### src/common/drive_pkg.sv
// Purpose: Shared constants and carrier types for the drive select/status block
// Assumes: 100 MHz system clock
// Notes: Times are kept in their own units; cycle counts derive from them
package drive_pkg;
  // Clock rate
  localparam int CLK_HZ = 100_000_000;
  localparam int CYC_PER_US = CLK_HZ / 1_000_000;
  // Select must complete within this time
  localparam int SEL_MAX_NS = 600;
  // Hold line noise filter, least time
  localparam int HOLD_FILT_MS = 10;
  localparam int HOLD_FILT_CYC = HOLD_FILT_MS * 1000 * CYC_PER_US;
  // Spindle must be at speed within this time
  localparam longint SPIN_UP_S = 120;
  localparam longint SPIN_UP_CYC = SPIN_UP_S * longint'(CLK_HZ);
  // Spindle stop limit, enforced by the motor drive itself
  localparam int SPIN_STOP_S = 60;
  // Zero-length seek, same head: seek end low at most this long
  localparam int SAME_SEEK_US = 1500;
  localparam int SAME_SEEK_CYC = SAME_SEEK_US * CYC_PER_US;
  // Zero-length seek with head change
  localparam int HEAD_SEEK_MS = 10;
  localparam int HEAD_SEEK_CYC = HEAD_SEEK_MS * 1000 * CYC_PER_US;
  // Illegal cylinder: seek error raised after this time
  localparam int ILL_SEEK_US = 1500;
  localparam int ILL_SEEK_CYC = ILL_SEEK_US * CYC_PER_US;
  // Settle time for a real head move
  localparam int MOVE_SEEK_MS = 20;
  localparam int MOVE_SEEK_CYC = MOVE_SEEK_MS * 1000 * CYC_PER_US;
  // Highest legal cylinder
  localparam logic [7:0] MAX_CYL = 8'hcd;
  // Servo clock periods allowed for read lock
  localparam logic [6:0] RD_LOCK_CLKS = 7'h58;
  // Register byte offsets
  localparam logic [7:0] REG_CTRL = 8'h00;
  localparam logic [7:0] REG_SEEK = 8'h04;
  localparam logic [7:0] REG_STAT = 8'h08;
  // Control register bits
  localparam int CT_PANEL_START = 0;
  localparam int CT_MAINT = 1;
  localparam int CT_DC_OK = 2;
  localparam int CT_AC_OK = 3;
  localparam int CT_PROT_FIXED = 4;
  localparam int CT_PROT_REM = 5;
  localparam int CT_VOL_REM = 6;
  localparam int CT_FAULT_CLR = 7;
  localparam logic [6:0] CTRL_RESET = 7'h00;
  // Seek register fields
  localparam int SK_HEAD_CHG = 8;
  localparam int SK_RTZ = 9;
  // Status register bits
  localparam int ST_SELECTED = 0;
  localparam int ST_HOLD = 1;
  localparam int ST_MOTOR = 2;
  localparam int ST_SPEED = 3;
  localparam int ST_READY = 4;
  localparam int ST_ONCYL = 5;
  localparam int ST_SEEKERR = 6;
  localparam int ST_FAULT = 7;
  localparam int ST_RDLOCK = 8;
  localparam int ST_CABLE = 9;
  localparam int ST_SPINFAIL = 10;
  // Seek sequencer states
  typedef enum logic [1:0] {
    SK_IDLE = 2'b01,
    SK_BUSY = 2'b10
  } seek_st_t;
  // Wishbone request from the master
  typedef struct packed {
    logic cyc;
    logic stb;
    logic we;
    logic [7:0] adr;
    logic [3:0] sel;
    logic [31:0] dat;
  } wb_req_t;
  // Wishbone answer to the master
  typedef struct packed {
    logic ack;
    logic [31:0] dat;
  } wb_rsp_t;
endpackage

### src/drive_select_status.sv
// Purpose: Drive side of the select, status, spindle and data lines
// Assumes: Cable and drive pins are asynchronous to clk_i and pass two flip-flops; chain lines pass straight through
// Notes: Registers sit on a classic Wishbone slave, one ack per request
// What this block does
// - Ready only when selected, at speed, on track
// - Lost A cable disables A side only; here it also deselects, dropping unit selected and seek end
// - Select completes within 600 ns of tag
// - Four select lines match switch unit number
// - Address mark found output always zero
// - Protect shows status; write gate then faults
// - Pick and busy only chained through
// - Hold low starts spindle given power, panel
// - Speed within 120 s, shown through ready
// - Hold release drops ready, stops spindle
// - Hold changes under 10 ms are ignored
// - Panel switch needs hold, unless maintenance
// - Unit selected high on match at tag
// - Seek end is on cylinder or error
// - Zero seek: 1.5 ms or 10 ms low
// - Cylinder above 205 gives error within 3 ms
// - Servo clock runs free, never select-gated
// - Read data NRZ, aligned to read clock
// - Read clock locks within 88 servo periods
// - Seek drops on cylinder until on track
//
// Decided for this implementation: register access over Wishbone and the register addresses.
`timescale 1ns/1ps
module drive_select_status
  import drive_pkg::*;
#(
  parameter int FILT_CYC = HOLD_FILT_CYC,
  parameter longint SPIN_CYC = SPIN_UP_CYC,
  parameter int SAME_CYC = SAME_SEEK_CYC,
  parameter int HEAD_CYC = HEAD_SEEK_CYC,
  parameter int ILL_CYC = ILL_SEEK_CYC,
  parameter int MOVE_CYC = MOVE_SEEK_CYC
)
(
  // Clock and reset
  input wire logic clk_i,
  input wire logic rst_i,
  // Register bus
  input wire wb_req_t wb_i,
  output wb_rsp_t wb_o,
  // A cable inputs
  input wire logic sel_tag_i,
  input wire logic [3:0] unit_sel_i,
  input wire logic cable_ok_i,
  input wire logic hold_n_i,
  input wire logic write_gate_i,
  input wire logic read_gate_i,
  // A cable outputs
  output logic ready_o,
  output logic write_prot_o,
  output logic fault_o,
  output logic on_cyl_o,
  output logic seek_err_o,
  output logic amf_o,
  // Daisy chain lines
  input wire logic pick_i,
  output logic pick_o,
  input wire logic busy_i,
  output logic busy_o,
  input wire logic amf_chain_i,
  output logic amf_chain_o,
  // B cable lines
  output logic unit_selected_o,
  output logic seek_end_o,
  input wire logic write_data_i,
  input wire logic write_clk_i,
  output logic servo_clk_o,
  output logic read_data_o,
  output logic read_clk_o,
  // Drive internals
  input wire logic [3:0] unit_sw_i,
  input wire logic plo_servo_clk_i,
  input wire logic sep_read_clk_i,
  input wire logic sep_read_data_i,
  input wire logic at_speed_i,
  output logic motor_run_o,
  output logic head_write_o,
  output logic head_write_en_o
);

  // Refuse counts the timers cannot hold
  if (FILT_CYC < 1 || FILT_CYC >= 2**24 || SAME_CYC < 1 || SAME_CYC >= 2**24 || HEAD_CYC < 1
      || HEAD_CYC >= 2**24 || ILL_CYC < 1 || ILL_CYC >= 2**24 || MOVE_CYC < 1
      || MOVE_CYC >= 2**24 || SPIN_CYC < 1 || SPIN_CYC >= 64'h10_0000_0000)
  begin : bad_param
    $error("drive_select_status: timer parameter out of range");
  end

  // Synchroniser width and pin positions
  localparam int NSYNC = 19;
  localparam int P_TAG = 0;
  localparam int P_UNIT = 1;
  localparam int P_CABLE = 5;
  localparam int P_HOLDN = 6;
  localparam int P_WG = 7;
  localparam int P_RG = 8;
  localparam int P_SERVO = 9;
  localparam int P_RCLK = 10;
  localparam int P_RDAT = 11;
  localparam int P_WCLK = 12;
  localparam int P_WDAT = 13;
  localparam int P_SPEED = 14;
  localparam int P_SW = 15;

  // All state of the block
  typedef struct packed {
    logic [NSYNC-1:0] s1; // First sync stage, read only by s2
    logic [NSYNC-1:0] s2; // Second sync stage
    logic [NSYNC-1:0] s3; // Previous s2, for edges
    logic selected;
    logic hold; // Filtered hold, high when asserted
    logic [23:0] filt_cnt;
    logic motor;
    logic [35:0] spin_cnt;
    logic spin_fail;
    logic [6:0] ctrl;
    logic fault;
    seek_st_t sk;
    logic [23:0] sk_cnt;
    logic sk_ill;
    logic on_cyl;
    logic seek_err;
    logic [7:0] cyl;
    logic [6:0] lock_cnt;
    logic rd_lock;
    logic rclk;
    logic rdat;
    logic wbit;
    logic ack;
    logic [31:0] rdata;
  } state_t;

  state_t st;
  state_t next_st;
  logic [NSYNC-1:0] pins; // Raw asynchronous inputs
  logic [NSYNC-1:0] rise; // Rising edges after sync
  logic cable; // A cable present
  logic hold_raw; // Synchronised hold, active high
  logic run_ok; // Spindle allowed to turn
  logic ready; // Ungated ready
  logic protect; // Selected volume is protected
  logic wr_req; // Register write taken
  logic [31:0] stat_word; // Status register image

  // Gather pins for the synchroniser
  assign pins = {unit_sw_i, at_speed_i, write_data_i, write_clk_i,
                 sep_read_data_i, sep_read_clk_i, plo_servo_clk_i,
                 read_gate_i, write_gate_i, hold_n_i, cable_ok_i,
                 unit_sel_i, sel_tag_i};
  assign rise = st.s2 & ~st.s3;
  assign cable = st.s2[P_CABLE];
  assign hold_raw = ~st.s2[P_HOLDN];
  assign protect = st.ctrl[CT_VOL_REM] ? st.ctrl[CT_PROT_REM] : st.ctrl[CT_PROT_FIXED];
  assign wr_req = wb_i.cyc && wb_i.stb && wb_i.we && !st.ack;
  // Ready reflects the spindle only while hold is in force
  assign ready = st.motor && st.hold && st.s2[P_SPEED] && st.on_cyl;
  // Panel needs hold unless the maintenance switch overrides
  assign run_ok = st.ctrl[CT_DC_OK] && st.ctrl[CT_AC_OK] && st.ctrl[CT_PANEL_START]
                  && (st.hold || st.ctrl[CT_MAINT]);

  // Status image for reads
  always_comb
  begin
    stat_word = 32'h0000_0000;
    stat_word[ST_SELECTED] = st.selected;
    stat_word[ST_HOLD] = st.hold;
    stat_word[ST_MOTOR] = st.motor;
    stat_word[ST_SPEED] = st.s2[P_SPEED];
    stat_word[ST_READY] = ready;
    stat_word[ST_ONCYL] = st.on_cyl;
    stat_word[ST_SEEKERR] = st.seek_err;
    stat_word[ST_FAULT] = st.fault;
    stat_word[ST_RDLOCK] = st.rd_lock;
    stat_word[ST_CABLE] = cable;
    stat_word[ST_SPINFAIL] = st.spin_fail;
  end

  // Next-state logic for the whole block
  always_comb
  begin
    next_st = st;
    // Two-stage synchroniser and edge history
    next_st.s1 = pins;
    next_st.s2 = st.s1;
    next_st.s3 = st.s2;

    // Tag edge samples the code; match selects, mismatch deselects
    if (!cable)
    begin
      next_st.selected = 1'b0;
    end
    else if (rise[P_TAG])
    begin
      // Edge seen two cycles after the pin, selected on the third, well inside the limit
      next_st.selected = (st.s2[P_UNIT +: 4] == st.s2[P_SW +: 4]);
    end

    // Hold filter: a level must stand for the full window
    if (!cable || hold_raw == st.hold)
    begin
      next_st.filt_cnt = '0;
      if (!cable)
      begin
        // No controller: treat hold as released
        next_st.hold = 1'b0;
      end
    end
    else if (st.filt_cnt == 24'(FILT_CYC - 1))
    begin
      next_st.hold = hold_raw;
      next_st.filt_cnt = '0;
    end
    else
    begin
      next_st.filt_cnt = st.filt_cnt + 24'h000001;
    end

    // Spindle drive and spin-up watch
    next_st.motor = run_ok;
    if (!st.motor || st.s2[P_SPEED])
    begin
      next_st.spin_cnt = '0;
    end
    else if (st.spin_cnt == 36'(SPIN_CYC - 1))
    begin
      // Missed the spin-up limit; flag it, motor keeps trying
      next_st.spin_fail = 1'b1;
    end
    else
    begin
      next_st.spin_cnt = st.spin_cnt + 36'h000000001;
    end

    // Write gate on a protected volume faults; set beats clear
    if (wr_req && wb_i.adr == REG_CTRL && wb_i.sel[0])
    begin
      next_st.ctrl = wb_i.dat[6:0];
      if (wb_i.dat[CT_FAULT_CLR])
      begin
        next_st.fault = 1'b0;
      end
    end
    if (cable && st.selected && st.s2[P_WG] && protect)
    begin
      next_st.fault = 1'b1;
    end

    // Seek sequencer
    unique case (st.sk)
      SK_IDLE:
      begin
        if (wr_req && wb_i.adr == REG_SEEK && wb_i.sel[1:0] == 2'b11)
        begin
          next_st.on_cyl = 1'b0;
          next_st.sk = SK_BUSY;
          next_st.sk_ill = 1'b0;
          if (wb_i.dat[SK_RTZ])
          begin
            // Return to zero clears the error
            next_st.seek_err = 1'b0;
            next_st.cyl = 8'h00;
            next_st.sk_cnt = 24'(MOVE_CYC - 1);
          end
          else if (st.seek_err)
          begin
            // No motion until a return to zero
            next_st.sk_ill = 1'b1;
            next_st.sk_cnt = 24'(ILL_CYC - 1);
          end
          else if (wb_i.dat[7:0] > MAX_CYL)
          begin
            next_st.sk_ill = 1'b1;
            next_st.sk_cnt = 24'(ILL_CYC - 1);
          end
          else if (wb_i.dat[7:0] == st.cyl)
          begin
            // Zero-length seek, with or without head change
            next_st.sk_cnt = wb_i.dat[SK_HEAD_CHG] ? 24'(HEAD_CYC - 1)
                                                   : 24'(SAME_CYC - 1);
          end
          else
          begin
            next_st.cyl = wb_i.dat[7:0];
            next_st.sk_cnt = 24'(MOVE_CYC - 1);
          end
        end
      end
      SK_BUSY:
      begin
        if (st.sk_cnt == 24'h000000)
        begin
          next_st.sk = SK_IDLE;
          if (st.sk_ill)
          begin
            next_st.seek_err = 1'b1;
          end
          else
          begin
            next_st.on_cyl = 1'b1;
          end
        end
        else
        begin
          next_st.sk_cnt = st.sk_cnt - 24'h000001;
        end
      end
    endcase

    // Read lock: count servo periods while read gate is on
    if (!st.s2[P_RG])
    begin
      next_st.lock_cnt = '0;
      next_st.rd_lock = 1'b0;
    end
    else if (rise[P_SERVO] && !st.rd_lock)
    begin
      if (st.lock_cnt == RD_LOCK_CLKS - 7'h01)
      begin
        next_st.rd_lock = 1'b1;
      end
      else
      begin
        next_st.lock_cnt = st.lock_cnt + 7'h01;
      end
    end

    // Read clock and data leave together, data held per cell
    next_st.rclk = st.s2[P_RCLK];
    if (rise[P_RCLK])
    begin
      next_st.rdat = st.s2[P_RDAT];
    end
    // Write data taken on the returned write clock
    if (rise[P_WCLK])
    begin
      next_st.wbit = st.s2[P_WDAT];
    end

    // Bus slave: one ack per request, dropped next cycle
    next_st.ack = wb_i.cyc && wb_i.stb && !st.ack;
    next_st.rdata = 32'h0000_0000;
    if (wb_i.cyc && wb_i.stb && !wb_i.we && !st.ack)
    begin
      unique case (wb_i.adr)
        REG_CTRL: next_st.rdata = {25'h0000000, st.ctrl};
        REG_SEEK: next_st.rdata = {24'h000000, st.cyl};
        REG_STAT: next_st.rdata = stat_word;
        default: next_st.rdata = 32'h0000_0000; // Unmapped reads zero
      endcase
    end
  end

  // State register
  always_ff @(posedge clk_i)
  begin
    if (rst_i)
    begin
      st <= '0;
      st.s1 <= '1; // Hold pin idles high
      st.s2 <= '1;
      st.s3 <= '1;
      st.ctrl <= CTRL_RESET;
      st.sk <= SK_IDLE;
      st.on_cyl <= 1'b1;
    end
    else
    begin
      st <= next_st;
    end
  end

  // Bus answer
  assign wb_o.ack = st.ack;
  assign wb_o.dat = st.rdata;

  // A cable status, gated by selection and cable presence
  assign ready_o = cable && st.selected && ready;
  assign write_prot_o = cable && st.selected && protect;
  assign fault_o = cable && st.selected && st.fault;
  assign on_cyl_o = cable && st.selected && st.on_cyl;
  assign seek_err_o = cable && st.selected && st.seek_err;
  assign amf_o = 1'b0;

  // Chain lines pass straight through, uninterpreted
  assign pick_o = pick_i;
  assign busy_o = busy_i;
  assign amf_chain_o = amf_chain_i;

  // B cable clocks and read data stay live with the A cable gone; unit selected and seek end drop
  assign unit_selected_o = st.selected;
  assign seek_end_o = st.selected && (st.on_cyl || st.seek_err);
  assign servo_clk_o = st.s3[P_SERVO];
  assign read_clk_o = st.rclk;
  assign read_data_o = st.rdat;

  // Drive internals
  assign motor_run_o = st.motor;
  assign head_write_o = st.wbit;
  assign head_write_en_o = cable && st.selected && st.s2[P_WG] && !protect
                           && st.on_cyl && !st.fault;

endmodule // drive_select_status

### config.mk
export PLATFORM = sky130hd
export DESIGN_NAME = drive_select_status
export DESIGN_NICKNAME = d
export VERILOG_FILES = /design/src/common/drive_pkg.sv /design/src/drive_select_status.sv
export SDC_FILE = /design/constraint.sdc
export NUM_CORES = 1
export LEC_CHECK = 0
export BUFFER_PORTS_ARGS = -buffer_cell sky130_fd_sc_hd__buf_4
export CAP_MARGIN = 20
export CORE_ASPECT_RATIO = 1.75
export CORE_MARGIN = 4
export CORE_UTILIZATION = 30
export DETAILED_ROUTE_END_ITERATION = 12
export GPL_TIMING_DRIVEN = 0
export PLACE_DENSITY = 0.46
export SLEW_MARGIN = 20
export SYNTH_ARGS = -nofsm -noshare
export SYNTH_HDL_FRONTEND = slang
export SYNTH_SLANG_ARGS = --single-unit
### constraint.sdc
create_clock -name clk_i -period 3.8 [get_ports clk_i]
set_input_delay 0.76 -clock clk_i [delete_from_list [all_inputs] [get_ports clk_i]]
set_output_delay 0.76 -clock clk_i [all_outputs]
set_load 0.01 [all_outputs]
# ---- After elaboration in Yosys (flattened, before gate mapping)
# Index checks and enable logic that the tools add are counted.
dict set report classes {
  addsub 4
  magnitude_cmp 1
  n_eq_ne 21
  mux 29
  bitwise_logic 8
  reduce_logical 61
}
# cell n
set ops {}
lappend ops {{2-to-1 mux 24 bit} 4}
lappend ops {{one-hot mux 26 bit (2 select lines)} 1}
lappend ops {{2-to-1 mux 25 bit} 2}
lappend ops {{2-to-1 mux 37 bit} 1}
lappend ops {{adder 36 x 1 -> 36 bit, second input constant} 1}
lappend ops {{equality test 36 x 34 -> 1 bit, second input constant} 1}
lappend ops {{one-hot mux 11 bit (3 select lines)} 1}
lappend ops {{2-to-1 mux 8 bit} 4}
lappend ops {{logical AND 1 bit} 29}
lappend ops {{adder 24 x 1 -> 24 bit, second input constant} 1}
lappend ops {{equality test 24 x 20 -> 1 bit, second input constant} 1}
lappend ops {{logical NOT 24 bit} 1}
lappend ops {{subtractor 24 x 1 -> 24 bit, second input constant} 1}
lappend ops {{2-to-1 mux 21 bit} 1}
lappend ops {{2-to-1 mux 20 bit} 1}
lappend ops {{inequality test 2 bit, second input constant} 10}
lappend ops {{AND reduction 2 bit} 8}
lappend ops {{AND 13 bit} 1}
lappend ops {{inverter 13 bit} 1}
lappend ops {{2-to-1 mux 1 bit} 11}
lappend ops {{equality test 8 x 3 -> 1 bit, second input constant} 1}
lappend ops {{equality test 8 x 4 -> 1 bit, second input constant} 1}
lappend ops {{equality test 8 bit} 1}
lappend ops {{greater-than comparator 8 bit, second input constant} 1}
lappend ops {{18 further kinds} 39}
dict set report word_totals {
  register_bits 204
  in_bits 71
  output_inout_bits 50
  wordCells 148
}

# ---- Depth between registers and ports, before layout
dict set report depth {
  depth_word 7
  depth_mapped 9
  ltp_nobuf 7
}

# ---- Worst setup path after synthesis
# Ideal clock, no wire load.
dict set report synth_timing {
  kind {input port to flip-flop}
  from {in wb_i[37] in the netlist's numbering}
  to {reg st[81] in the netlist's numbering}
  arrival_time_ns 2.625
  required_ns 3.668
  path_slack_ns 1.043
  stages 6
  n_path_buf 1
  cell_sequence {or4_4 or4_4 or4_4 buf_6 o21ai_1 a21oi_1}
}
dict set report synth_between {
  elab_chain_len 5
}
# element line
set synth_rtl {}
lappend synth_rtl {{start: declaration} drive_select_status.sv:43} ;# input wire wb_req_t wb_i,
lappend synth_rtl {{logical NOT 8 bit} drive_select_status.sv:239} ;# if (wr_req && wb_i.adr == REG_CTRL && wb_i.sel[0])
lappend synth_rtl {{logical AND 1 bit (2 in a row)} drive_select_status.sv:239}
lappend synth_rtl {{nonzero test 2 bit (no line)} --}
lappend synth_rtl {{AND reduction 2 bit (no line)} --}
lappend synth_rtl {{end signal: assignment} drive_select_status.sv:372} ;# st <= next_st;
lappend synth_rtl {{end: declaration} drive_select_status.sv:137} ;# state_t st;
# Every way passes these cells.
# A chain may end at the register's enable or synchronous reset.

# ---- Worst setup path after layout
dict set report layout_timing {
  from {in wb_i[37] in the netlist's numbering}
  to {reg st[70] in the netlist's numbering}
}
dict set report layout_between {
  elab_chain_len 5
}
# element line
set layout_rtl {}
lappend layout_rtl {{equality test 8 x 3 -> 1 bit} drive_select_status.sv:256} ;# if (wr_req && wb_i.adr == REG_SEEK && wb_i.sel[1:0] == 2'b11)
lappend layout_rtl {{logical AND 1 bit (2 in a row)} drive_select_status.sv:256}
lappend layout_rtl {{inequality test 2 bit (no line)} --}
lappend layout_rtl {{AND reduction 2 bit (no line)} --}
# Every way passes these cells.

==> reports/qor.txt <==
==========================================================================
Status ...................................................... finished, final reports clean
Flops & latches, synth ......................................          174
Critical-path cell with the highest stage delay ............. sky130_fd_sc_hd__or4_4
Placer congestion estimate ..................................        0.915
Path depth of the worst reg2reg path ........................            6
Leftover overflow at the end of global routing ..............            0
Starting density of the core ................................        0.306
Number of library cell types mapped by synthesis ............           59
Maximum fanout count along the critical path ................           10
Synth Flop Type ............................................. sky130_fd_sc_hd__dfxtp_1
# setup viols final .........................................            0
Endpoint arrival time on the critical path ..................      3.21 ns
Seq/Total Area, Yosys .......................................        0.435
Pin count of the biggest net entering global routing ........           17
CP required .................................................      4.10 ns
Leakage power figure ........................................      3.56 nW
Highest attainable clock frequency ..........................    0.344 GHz
Number of rows created at floorplan .........................           78
First-pass DRT Iterations ...................................            5
Via count of the first global-routing pass ..................        6,844
Initial antenna violation count .............................            0
Worst path most repeated cell ............................... sky130_fd_sc_hd__clkbuf_1
Reg2Reg Setup Slack .........................................      0.93 ns
Type of the tightest min-delay check ........................ flop to flop
Number of buffers added by the clock tree synthesis step ....           17
Startpoint type of the worst setup path .....................    input pin
Maxcap violations ...........................................            0
Setup TNS Final .............................................         0 ns
Netlist area before placement ...............................  0.00800 mm²
Maximum level of the CTS H-tree .............................            4
Die outline area ............................................   0.0295 mm²
Number of enable flip-flop cells after synthesis ............            0
Final wirelength ............................................    23,900 µm
Detailed-route DRC error count ..............................            0
Termination of the worst setup path .........................       st[70]
Area leader, netlist ........................................ sky130_fd_sc_hd__dfxtp_1
Total I/O pin count .........................................          121
Slew headroom ...............................................        0.321
Post-CTS Setup Inserts ......................................            0
Worst supply voltage drop on vdd ............................   0.000274 V
Die boundary height .........................................       224 µm
Insertion delay to the later sink of the worst-skew pair ....      0.44 ns
Overall fraction of global-route tracks in use ..............        0.163
Worst Hold Slack ............................................     0.410 ns
Routed via count ............................................        6,861
Origin of the critical flop-to-flop path ....................       st[67]
Fraction of layout instances using a drive strength above 1 .        0.197
Sink count of the clock tree ................................          174
Net count reported at finish ................................        1,101
Die boundary width ..........................................       131 µm
Number of fill cells in the layout ..........................        2,782
Final cycle utilization of the critical path ................        0.766
Launch point of the worst path ..............................     wb_i[37]
Mean routed wirelength per cell .............................      17.6 µm
Total of cells resized after clock tree synthesis ...........            0
Global-route wire length before repair ......................    37,700 µm
Worst setup path class ...................................... input pin to flop
Drt via density .............................................         5.05
Mean Syn Cell Area ..........................................     8.76 µm²
Time the worst path needs with I/O delays and setup .........      2.91 ns
Placeable core region .......................................   0.0262 mm²
Port Buffer Count ...........................................           71
Hold Vio Cnt, Final .........................................            0
Master cell of the clock root buffer ........................ sky130_fd_sc_hd__clkbuf_16
Crit end category ...........................................         flop
Synthesized instance count ..................................          914
Synth top area share ........................................        0.435
Slew at the pin with the worst max-slew slack ...............      1.01 ns
Setup repair after global routing missed its margin .........           no
Setup clock skew after layout ...............................    0.0118 ns
Reg-to-reg endpoint .........................................       st[74]
Cell chain of the critical path ............................. buf_4, or4_4, nor4_4, nor2_1, clkbuf_1, clkbuf_1, o311ai_0, o21ai_0
Biggest cell delay along the critical path ..................      0.55 ns
Area added between synthesis and finish .....................        20.3%
First-iteration detailed-routing DRC count ..................          390
Max Root-Sink Buffers .......................................            2
Power density over the cells ................................   398 mW/mm²
Clock transition at the registers of the reported paths .....      0.07 ns
Async SR Flop Fraction ......................................            0
Post-CTS Hold Buffers .......................................            0
Cells taking the most area after synthesis .................. sky130_fd_sc_hd__dfxtp_1, sky130_fd_sc_hd__nor2_1, sky130_fd_sc_hd__xor2_1, sky130_fd_sc_hd__buf_4, sky130_fd_sc_hd__or2_2
Count of pins over their slew limit .........................            0
Half-perimeter wire length after detailed placement .........    18,000 µm
TritonCTS clock tree ........................................          yes
Synth warn ..................................................            0
Post-route ant nets .........................................            0
Ant diodes ..................................................            0
==========================================================================
==> how the worst min path moves through the flow <==
stage,startpoint,end,depth (start not counted)
after floorplan,next_st[177],cable,1
after global placement,next_st[174],next_st[155],1
after detailed placement,next_st[180],next_st[161],1
after CTS,next_st[180],next_st[161],1
after global routing,next_st[182],next_st[35],1
final,next_st[180],next_st[161],1
==> cells by family after synthesis <==
family / count (synthesis) / synth area share
muxes: 20 / 0.0250
other: 1 / 0.000469
xor gates and xnor gates: 63 / 0.0689
AOI/OAI and AO/OA: 140 / 0.109
DFF: 174 / 0.435
buffers and inverters: 92 / 0.0633
and+or+nand+nor: 419 / 0.290
adders and majority gates: 5 / 0.00782
==> stage by stage <==
step | instance area (µm²) | util | instances | setup slack [ns] | total power, mW
2_1_floorplan | 8080 | - | 935 | 1.04 | 1.99
3_3_place_gp | 9010 | 0.345 | 1326 | 0.377 | 2.07
3_5_place_dp | 9030 | 0.345 | 1326 | 0.412 | 2.07
4_1_cts | 9620 | 0.368 | 1358 | 0.891 | 3.90
5_1_grt | 9630 | 0.368 | 1358 | 0.649 | 3.98
6_report | 9630 | 0.368 | 1358 | 0.890 | 3.83
==> cell usage after synthesis (2+ instances only) <==
cell type	count
sky130_fd_sc_hd__or2_2	46
sky130_fd_sc_hd__nand2_1	41
sky130_fd_sc_hd__nor3b_1	4
sky130_fd_sc_hd__and2_1	5
sky130_fd_sc_hd__a21oi_1	51
sky130_fd_sc_hd__nand3b_1	4
sky130_fd_sc_hd__a32oi_1	4
sky130_fd_sc_hd__inv_1	17
sky130_fd_sc_hd__o21ai_0	27
sky130_fd_sc_hd__a41oi_1	2
sky130_fd_sc_hd__a31oi_1	9
sky130_fd_sc_hd__a22oi_1	2
sky130_fd_sc_hd__nor4_1	14
sky130_fd_sc_hd__clkbuf_1	32
sky130_fd_sc_hd__o311ai_0	6
sky130_fd_sc_hd__ha_1	5
sky130_fd_sc_hd__nand4_1	26
sky130_fd_sc_hd__a21o_1	3
sky130_fd_sc_hd__and4_1	6
sky130_fd_sc_hd__o31ai_1	15
sky130_fd_sc_hd__o211ai_1	4
sky130_fd_sc_hd__nor4_2	3
sky130_fd_sc_hd__dfxtp_1	174
sky130_fd_sc_hd__or4_1	14
sky130_fd_sc_hd__buf_6	2
sky130_fd_sc_hd__and3_1	22
sky130_fd_sc_hd__xnor2_1	29
sky130_fd_sc_hd__xor2_1	34
sky130_fd_sc_hd__nor4b_1	9
sky130_fd_sc_hd__nor3_1	18
sky130_fd_sc_hd__nand3_1	44
sky130_fd_sc_hd__or4_4	5
sky130_fd_sc_hd__o21a_1	3
sky130_fd_sc_hd__nor2b_1	7
sky130_fd_sc_hd__buf_1	2
sky130_fd_sc_hd__mux2i_1	20
sky130_fd_sc_hd__a211o_1	2
sky130_fd_sc_hd__buf_4	39
sky130_fd_sc_hd__or3_1	12
sky130_fd_sc_hd__nor2_1	116
sky130_fd_sc_hd__nand2b_1	8
sky130_fd_sc_hd__nand4b_1	10
sky130_fd_sc_hd__o31a_1	2
==> critical path, delay by kind of cell <==
kind            cells  cell delay [ns]
compound gates      2             0.54
buf+inv             3             0.75
simple gates        3             1.16
==> power breakdown <==
group	switching, mW	internal, mW
Clock	0.799	1.00
Sequential	0.00929	1.85
Combinational	0.0904	0.0843
==> metal layers <==
layer / up-vias / share of wire / GRT usage
li1: 3414 / - / -
met1: 3204 / 0.39 / 0.169
met2: 187 / 0.53 / 0.302
met3: 56 / 0.036 / 0.0366
met4: 0 / 0.045 / 0.0895
met5: - / 0 / 0
==> sequential cells by signal, summed over array words and instances, names as in the netlist <==
name and flops:
wb_o 12, unit_selected_o 1, cable 1, head_write_o 1, read_data_o 1, motor_run_o 1
next_st 37, st 118, read_clk_o 1, servo_clk_o 1
==> cell type report <==
class                           instances  area, µm²  share of cell area
Multi-Input combinational cell        669       4110               0.427
Clock buffer                           19        443              0.0460
Buffer                                 75        443              0.0460
Sequential cell                       174       3480               0.362
Tap cell                              320        400              0.0416
Inverter                               17       63.8             0.00663
Clock inverter                         13        153              0.0159
Timing Repair Buffer                   71        533              0.0554
==> placed cells by master, fill, tap and decap left out, drive strengths merged, types with 22 or more instances in the layout <==
| cell | instances |
|---|---|
| nor2 | 116 |
| o21ai | 28 |
| clkbuf | 51 |
| xnor2 | 29 |
| xor2 | 34 |
| and3 | 22 |
| dfxtp | 174 |
| nand2 | 41 |
| nand3 | 44 |
| inv | 23 |
| a21oi | 51 |
| buf | 114 |
| or2 | 46 |
| nand4 | 26 |
| conb | 22 |
Power figures use the tool's default switching activity.
